### config.mk
export PLATFORM = sky130hd
export DESIGN_NAME = starter_command_input_router
export DESIGN_NICKNAME = d
export VERILOG_FILES = /design/src/hw/starter_pkg.sv /design/src/hw/starter_command_input_router.sv /design/src/hw/input_filter.sv
export VERILOG_INCLUDE_DIRS = /design/src /design/src/hw
export SDC_FILE = /design/constraint.sdc
export NUM_CORES = 2
export LEC_CHECK = 0
export BUFFER_PORTS_ARGS = -buffer_cell sky130_fd_sc_hd__buf_2
export CORE_UTILIZATION = 40
export DETAILED_ROUTE_END_ITERATION = 10
export MAX_ROUTING_LAYER = met4
export PLACE_DENSITY = 0.64
export SLEW_MARGIN = 10
export SYNTH_ARGS = -nofsm -noshare
export SYNTH_HDL_FRONTEND = slang
export SYNTH_SLANG_ARGS = --single-unit
### constraint.sdc
create_clock -name i_clk_sys -period 21 [get_ports i_clk_sys]
set_input_delay 1.05 -clock i_clk_sys [delete_from_list [all_inputs] [get_ports i_clk_sys]]
set_output_delay 1.05 -clock i_clk_sys [all_outputs]
set_load 0.01 [all_outputs]
### src/hw/starter_params.svh
// constants of the soft starter command input router
// assumes a 250 MHz system clock and active-high field inputs after isolation
`ifndef STARTER_PARAMS_SVH
`define STARTER_PARAMS_SVH

// =======================================================
// clock and filter timing
`define CLK_MHZ 250
`define DEBOUNCE_US 1000
`define DEBOUNCE_CYCLES (`DEBOUNCE_US * `CLK_MHZ)

// =======================================================
// digital input function codes
`define FN_OFF 3'h0
`define FN_ERR_RESET 3'h1
`define FN_EXT_FAULT 3'h2
`define FN_GEN_ENABLE 3'h3
`define FN_SPECIAL 3'h4

// =======================================================
// relay, analog and command source codes
`define RELAY_FN_REVERSE 2'h3
`define AO_SRC_CURRENT 3'h1
`define AO_SRC_VOLTAGE 3'h2
`define AO_SRC_PFACTOR 3'h3
`define AO_SRC_THERMAL 3'h4
`define AO_FS_CURRENT 32'h0000_c350
`define AO_FS_VOLTAGE 32'h0000_2710
`define AO_FS_PFACTOR 32'h0000_2710
`define AO_FS_THERMAL 32'h0000_61a8
`define AO_CODE_MAX 32'h0000_00ff
`define CMD_SRC_INPUTS 1'b0
`define CMD_SRC_PANEL 1'b1
`define NODE_ADDR_RESET 8'h01

`endif

### src/hw/starter_pkg.sv
// shared types of the soft starter command input router
// assumes starter_params.svh gives the code values
package starter_pkg;
    typedef logic [2:0] func_code_t;
    typedef logic [7:0] ao_code_t;
    typedef enum logic {ST_STOPPED, ST_RUNNING} run_state_e;
endpackage : starter_pkg

### src/hw/starter_command_input_router.sv
// command input router of a motor soft starter: input functions, command
// source, reversing relay, jog, analog output scaling and node address
// assumes field inputs are asynchronous; the firing core gives its quantities
// Behaviour
// - second input takes function code off or 1 to 4
// - input with error reset function clears error when driven active
// - input with external fault function raises fault when open
// - general enable input must be held active; opening means emergency stop
// - three-wire mode: first input starts, second input stops
// - third input code 4 drives first relay while active, relay code 3
// - fourth input code 4 applies jog voltage while held active
// - 8-bit analog output source: off, current, voltage, power factor, thermal
// - gain 1.00 full scale: 500% current, 100% voltage, pf 1.00, 250% thermal
// - analog quantity is multiplied by programmable gain before conversion
// - source off: start/stop from inputs; on: panel and serial only
// - source change only with motor off; to inputs needs open start, else error
// - jog and reversal from inputs when source off, serial when on
// - first general enable to open stops; serial enable needs all closed
// - external fault only from inputs two to four, any one open raises it
// - error reset from panel, serial or any assigned input pulse
// - hold node address, respond only to messages for that address
`timescale 1ns/1ps
`include "starter_params.svh"
module starter_command_input_router #(
    parameter int unsigned DEBOUNCE_CYCLES = `DEBOUNCE_CYCLES
) (
    input wire logic i_clk_sys,
    input wire logic i_rst_n,
    input wire logic i_start_input,
    input wire logic i_second_input,
    input wire logic i_third_input,
    input wire logic i_fourth_input,
    input wire logic [2:0] i_input_two_function_select,
    input wire logic [2:0] i_input_three_function_select,
    input wire logic [2:0] i_input_four_function_select,
    input wire logic [1:0] i_relay_one_function_select,
    input wire logic [7:0] i_jog_voltage_level,
    input wire logic [2:0] i_analog_out_source_select,
    input wire logic [7:0] i_analog_out_gain,
    input wire logic [9:0] i_current_pct,
    input wire logic [9:0] i_voltage_pct,
    input wire logic [9:0] i_power_factor,
    input wire logic [9:0] i_thermal_pct,
    input wire logic i_command_source_wr,
    input wire logic i_command_source_select,
    input wire logic i_motor_running,
    input wire logic i_panel_start,
    input wire logic i_panel_stop,
    input wire logic i_panel_error_reset,
    input wire logic i_serial_start,
    input wire logic i_serial_stop,
    input wire logic i_serial_error_reset,
    input wire logic i_serial_jog,
    input wire logic i_serial_reverse,
    input wire logic i_serial_enable,
    input wire logic i_node_address_wr,
    input wire logic [7:0] i_network_node_address,
    input wire logic i_msg_valid,
    input wire logic [7:0] i_msg_address,
    output logic o_run_request,
    output logic o_error_reset,
    output logic o_external_fault,
    output logic o_emergency_stop,
    output logic o_first_output_relay,
    output logic o_jog_active,
    output logic [7:0] o_jog_voltage,
    output logic [7:0] o_analog_out,
    output logic o_command_source,
    output logic o_programming_error,
    output logic [7:0] o_network_node_address,
    output logic o_msg_accept
);
    // =======================================================
    // input filtering
    logic [3:0] pin_vec;
    logic [3:0] lvl;
    assign pin_vec = {i_fourth_input, i_third_input, i_second_input, i_start_input};

    genvar gi;
    generate
        for (gi = 0; gi < 4; gi++)
        begin : g_filt
            input_filter #(.STABLE_CYCLES(DEBOUNCE_CYCLES)) u_filt (
                .i_clk_sys(i_clk_sys),
                .i_rst_n(i_rst_n),
                .i_pin(pin_vec[gi]),
                .o_level(lvl[gi])
            );
        end
    endgenerate

    // =======================================================
    // analog scaling
    // full scale at gain 100 (1.00); divide by constants so no divider is built
    function automatic starter_pkg::ao_code_t ao_scale(input logic [2:0] src,
                                                      input logic [9:0] q,
                                                      input logic [7:0] gain);
        logic [31:0] prod;
        logic [31:0] code;
        prod = 32'(q) * 32'(gain) * `AO_CODE_MAX;
        case (src)
            `AO_SRC_CURRENT: code = prod / `AO_FS_CURRENT;
            `AO_SRC_VOLTAGE: code = prod / `AO_FS_VOLTAGE;
            `AO_SRC_PFACTOR: code = prod / `AO_FS_PFACTOR;
            `AO_SRC_THERMAL: code = prod / `AO_FS_THERMAL;
            default: code = 32'h0;
        endcase
        if (code > `AO_CODE_MAX)
            code = `AO_CODE_MAX;
        return code[7:0];
    endfunction : ao_scale

    // =======================================================
    // state
    starter_pkg::run_state_e run_r, run_nxt;
    logic [3:0] lvl_d_r, lvl_d_nxt;
    logic err_rst_r, err_rst_nxt;
    logic ext_r, ext_nxt;
    logic emg_r, emg_nxt;
    logic relay_r, relay_nxt;
    logic jog_r, jog_nxt;
    logic [7:0] jogv_r, jogv_nxt;
    logic [7:0] ao_r, ao_nxt;
    logic src_r, src_nxt;
    logic perr_r, perr_nxt;
    logic [7:0] addr_r, addr_nxt;
    logic acc_r, acc_nxt;

    starter_pkg::func_code_t fn [1:3];
    assign fn[1] = i_input_two_function_select;
    assign fn[2] = i_input_three_function_select;
    assign fn[3] = i_input_four_function_select;

    // next values of every control output
    always_comb
    begin
        logic any_rst;
        logic ext;
        logic ge_open;
        logic three_wire;
        logic start_cmd;
        logic stop_cmd;
        any_rst = i_panel_error_reset | i_serial_error_reset;
        ext = 1'b0;
        ge_open = 1'b0;
        three_wire = 1'b0;
        start_cmd = 1'b0;
        stop_cmd = 1'b0;
        for (int k = 1; k < 4; k++)
        begin
            // only a fresh rising edge resets, holding does not repeat
            if (fn[k] == `FN_ERR_RESET && lvl[k] && !lvl_d_r[k])
                any_rst = 1'b1;
            if (fn[k] == `FN_EXT_FAULT && !lvl[k])
                ext = 1'b1;
            if (fn[k] == `FN_GEN_ENABLE && !lvl[k])
                ge_open = 1'b1;
        end
        three_wire = (fn[1] == `FN_SPECIAL);
        lvl_d_nxt = lvl;
        err_rst_nxt = any_rst;
        ext_nxt = ext;
        emg_nxt = ge_open;
        // serial control also needs the serial enable alongside closed inputs
        if (src_r == `CMD_SRC_PANEL)
        begin
            start_cmd = i_panel_start | i_serial_start;
            stop_cmd = i_panel_stop | i_serial_stop | !i_serial_enable;
        end
        else if (three_wire)
        begin
            start_cmd = lvl[0] && !lvl_d_r[0];
            stop_cmd = !lvl[1];
        end
        else
        begin
            start_cmd = lvl[0];
            stop_cmd = !lvl[0];
        end
        stop_cmd = stop_cmd | ge_open | ext;
        run_nxt = run_r;
        case (run_r)
            starter_pkg::ST_STOPPED:
                if (start_cmd && !stop_cmd)
                    run_nxt = starter_pkg::ST_RUNNING;
            starter_pkg::ST_RUNNING:
                if (stop_cmd)
                    run_nxt = starter_pkg::ST_STOPPED;
            default: run_nxt = starter_pkg::ST_STOPPED;
        endcase
        // reversal and jog follow inputs or serial by command source
        if (src_r == `CMD_SRC_PANEL)
        begin
            relay_nxt = i_serial_reverse;
            jog_nxt = i_serial_jog;
        end
        else
        begin
            relay_nxt = (fn[2] == `FN_SPECIAL) && lvl[2];
            jog_nxt = (fn[3] == `FN_SPECIAL) && lvl[3];
        end
        relay_nxt = relay_nxt && (i_relay_one_function_select == `RELAY_FN_REVERSE);
        jogv_nxt = jog_nxt ? i_jog_voltage_level : 8'h00;
        case (i_analog_out_source_select)
            `AO_SRC_CURRENT: ao_nxt = ao_scale(i_analog_out_source_select, i_current_pct,
                                               i_analog_out_gain);
            `AO_SRC_VOLTAGE: ao_nxt = ao_scale(i_analog_out_source_select, i_voltage_pct,
                                               i_analog_out_gain);
            `AO_SRC_PFACTOR: ao_nxt = ao_scale(i_analog_out_source_select, i_power_factor,
                                               i_analog_out_gain);
            `AO_SRC_THERMAL: ao_nxt = ao_scale(i_analog_out_source_select, i_thermal_pct,
                                               i_analog_out_gain);
            default: ao_nxt = 8'h00;
        endcase
        // source change is refused with the motor on; to inputs needs open start
        src_nxt = src_r;
        perr_nxt = perr_r && !any_rst;
        if (i_command_source_wr && !i_motor_running)
        begin
            if (i_command_source_select == `CMD_SRC_INPUTS && lvl[0])
                perr_nxt = 1'b1;
            else
                src_nxt = i_command_source_select;
        end
        addr_nxt = i_node_address_wr ? i_network_node_address : addr_r;
        acc_nxt = i_msg_valid && (i_msg_address == addr_r);
    end

    // registers
    always_ff @(posedge i_clk_sys)
    begin
        if (!i_rst_n)
        begin
            run_r <= starter_pkg::ST_STOPPED;
            lvl_d_r <= 4'h0;
            err_rst_r <= 1'b0;
            ext_r <= 1'b0;
            emg_r <= 1'b0;
            relay_r <= 1'b0;
            jog_r <= 1'b0;
            jogv_r <= 8'h00;
            ao_r <= 8'h00;
            src_r <= `CMD_SRC_INPUTS;
            perr_r <= 1'b0;
            addr_r <= `NODE_ADDR_RESET;
            acc_r <= 1'b0;
        end
        else
        begin
            run_r <= run_nxt;
            lvl_d_r <= lvl_d_nxt;
            err_rst_r <= err_rst_nxt;
            ext_r <= ext_nxt;
            emg_r <= emg_nxt;
            relay_r <= relay_nxt;
            jog_r <= jog_nxt;
            jogv_r <= jogv_nxt;
            ao_r <= ao_nxt;
            src_r <= src_nxt;
            perr_r <= perr_nxt;
            addr_r <= addr_nxt;
            acc_r <= acc_nxt;
        end
    end

    assign o_run_request = (run_r == starter_pkg::ST_RUNNING);
    assign o_error_reset = err_rst_r;
    assign o_external_fault = ext_r;
    assign o_emergency_stop = emg_r;
    assign o_first_output_relay = relay_r;
    assign o_jog_active = jog_r;
    assign o_jog_voltage = jogv_r;
    assign o_analog_out = ao_r;
    assign o_command_source = src_r;
    assign o_programming_error = perr_r;
    assign o_network_node_address = addr_r;
    assign o_msg_accept = acc_r;
endmodule : starter_command_input_router

### src/hw/input_filter.sv
// two-flop synchroniser followed by a stability counter for one contact
// assumes the raw pin is asynchronous to i_clk_sys
`timescale 1ns/1ps
`include "starter_params.svh"
module input_filter #(
    parameter int unsigned STABLE_CYCLES = `DEBOUNCE_CYCLES
) (
    input wire logic i_clk_sys,
    input wire logic i_rst_n,
    input wire logic i_pin,
    output logic o_level
);
    logic meta_r;
    logic sync_r;
    logic level_r;
    logic level_nxt;
    logic [31:0] count_r;
    logic [31:0] count_nxt;

    // =======================================================
    // filter
    // count while the synced level differs; a bounce restarts the wait
    always_comb
    begin
        level_nxt = level_r;
        count_nxt = 32'h0;
        if (sync_r != level_r)
        begin
            count_nxt = count_r + 32'h1;
            if (count_r >= STABLE_CYCLES - 1)
            begin
                level_nxt = sync_r;
                count_nxt = 32'h0;
            end
        end
    end

    // registers; meta_r is read by sync_r only
    always_ff @(posedge i_clk_sys)
    begin
        if (!i_rst_n)
        begin
            meta_r <= 1'b0;
            sync_r <= 1'b0;
            level_r <= 1'b0;
            count_r <= 32'h0;
        end
        else
        begin
            meta_r <= i_pin;
            sync_r <= meta_r;
            level_r <= level_nxt;
            count_r <= count_nxt;
        end
    end

    assign o_level = level_r;
endmodule : input_filter

==> out/metrics.yaml <==
grt:
  grt-ovfl-total: 0
  grt_pass1_wl_um: 248000
  grt.total_usage_pct: 22.6
  grt_max_degree: 39
  antenna_found_initial: 32
  grt_pass1_vias: 50072
placement:
  place_ws_ns: -0.347
  hpwl_um: 124000
  port_buffers: 138
  gp_congestion: 0.959
clock_network:
  numCtsBuffers: 17
  clock-sinks: 177
  clk_path_buf_depth: 2
  cts_hold_buf: 0
  path_clk_slew_ns: 0.07
  clockRootBuffer: "clkbuf_16"
  cts_tree: "yes"
  htree_levels: 4
  clk_latency_ns: 0.43
die:
  die_w_um: 365
  coreArea_um2: 130000
  die_y_um: 365
  rows: 132
  initial_core_util_pct: 40.5
  dieArea_um2: 133000
  io_pins: 139
worst_setup_path:
  worstPathArrival_ns: 20.38
  critPathMaxStageDelay_ns: 0.60
  cp_max_fo: 13
  cp-end-kind: "register"
  critical_path_required_ns: 21.27
  startpoint_type: "input pin"
  crit_top_cell: "fa_1"
  crit_type: "input pin to register"
  crit_path_top_delay_cell: "or4_4"
  r2r_setup_slack_ns: 18.07
synth:
  syn_avg_cell_area_um2: 7.83
  ys.flop_type: "dfxtp_1"
  synth_edf_count: 0
  synthArstFlopShare_pct: 0
  synth_cells: 6722
  synthTopCellsByArea: "fa_1 (19%), ha_1 (8.4%), dfxtp_1 (6.7%), inv_1 (5.6%), xnor2_1 (4.9%)"
  yosysTopAreaCell: "fa_1"
  syn-cell-area_um2: 52600
  synth_cell_type_count: 158
  synth-seq-area-share_pct: 6.73
  yosys.area.top_type_share_pct: 18.9
  yosysWarnings: 0
  synth_seq_cells: 177
drt:
  drcViolationCount: 0
  drt_pass1_iterations: 6
  drt-total-wl_um: 149000
  avgRoutedWirePerCell_um: 16.7
  drtAntennaViolNets: 0
  first_iter_violations: 3372
  via_per_inst: 5.72
  num_vias: 50918
sta:
  drv_slew: 0
  fmax_mhz: 49.7
  min_period_over_period_pct: 95.8
  setup_ws_ns: 0.887
  worst_pin_slew_ns: 1.01
  setup_viol: 0
  finClkSkew_ns: 0.0116
  finalHoldViolCount: 0
  maxSlewHeadroom_pct: 32.1
  min_period_ns: 20.11
min_path:
  hp-class: "register to register"
job:
  maxCapViolCount: 0
run_status:
  status: "complete, no violations"
cells_and_area:
  nNetsFinal: 8070
  final_common_cell: "inv_1"
  drive_gt1_share_pct: 14.9
  area_growth_pct: 13.5
  mostFrequentLayoutCells: "inv_1 (779), nand2_1 (560), fa_1 (496)"
==> sequential cells by signal (all words and copies together) (netlist names), 4 cells and up <==
register                flops
g_filt.u_filt.count_r     128
g_filt.u_filt.o_level       4
g_filt.u_filt.meta_r        4
o_jog_voltage               8
lvl_d_r                     4
o_analog_out                8
o_network_node_address      8
g_filt.u_filt.sync_r        4
==> routing by layer <==
layer / wire length [um] / vias to the layer above / GRT usage (%)
li1: - / 24802 / -
met1: 66300 / 24710 / 28.8
met2: 72600 / 1206 / 38.5
met3: 7300 / 200 / 2.45
met4: 2600 / 0 / 4.31
met5: 0 / - / -
==> through the flow <==
stage               area [um2]  util, %  hold WS (ns)  instances  TNS, ns
floorplan                52800        -         0.412       6777        0
global placement         57500     44.2         0.418       8800   -0.274
detailed placement       57500     44.2         0.423       8800   -0.414
CTS                      58100     44.7         0.438       8832        0
global route             59700     45.9         0.446       8883   -0.203
finish                   59700     46.0         0.433       8894        0
==> area by class of cell <==
class	instances	area (um2)
Timing Repair Buffer	543	3790
Inverter	782	2940
Clock buffer	19	453
Fill cell	13004	70300
Antenna cell	26	65.1
Multi-Input combinational cell	5592	46600
Tap cell	1742	2180
Clock inverter	13	168
Sequential cell	177	3540
==> timing repair <==
item,4_1_cts,5_1_grt
setup endpoints to repair,0,3
buffers inserted,0,36
resized for setup,0,256
==> cell families (layout without fill, tap and decap cells) <==
logic type | Yosys count | after routing | synth area share (%)
AO/OA/AOI/OAI | 1886 | 1886 | 26.9
adder cells (fa/ha/maj) | 872 | 872 | 27.7
multiplexers | 114 | 114 | 2.30
flip-flops | 177 | 177 | 6.73
XOR/XNOR | 449 | 449 | 7.64
buffers and inverters | 1008 | 1357 | 7.55
AND/OR/NAND/NOR | 2215 | 2215 | 21.2
other | 1 | 82 | 0.00712
==> path summary, 6_finish.rpt <==
check | end | cells after the start | start
setup / recovery | o_analog_out[0] | 74 | i_analog_out_gain[4]
hold / removal | g_filt[1].u_filt.sync_r | 1 | g_filt[1].u_filt.meta_r
hold reg to reg | g_filt[1].u_filt.sync_r | 1 | g_filt[1].u_filt.meta_r
setup reg to reg | g_filt[2].u_filt.count_r[16] | 9 | g_filt[2].u_filt.count_r[0]
==> synth_stat cells, types with 143 or more instances <==
| cell type | n |
|---|---|
| o21ai_0 | 214 |
| nand3_1 | 201 |
| dfxtp_1 | 177 |
| and2_1 | 289 |
| ha_1 | 355 |
| nand2_1 | 563 |
| nor2_1 | 456 |
| fa_1 | 496 |
| inv_1 | 781 |
| a21oi_1 | 366 |
| nor3_1 | 175 |
| xnor2_1 | 296 |
| xor2_1 | 143 |
==> worst max-delay path, delay by kind of cell <==
family / cells / cell delay (ns)
compound gates: 35 / 6.97
xor+xnor: 4 / 0.81
fa+ha+maj: 11 / 5.22
buf+inv: 10 / 1.25
mux: 1 / 0.27
simple gates: 13 / 4.77
Power is not shown: default switching activity piles up to over one toggle a cycle in this logic, so the estimate is an artifact.
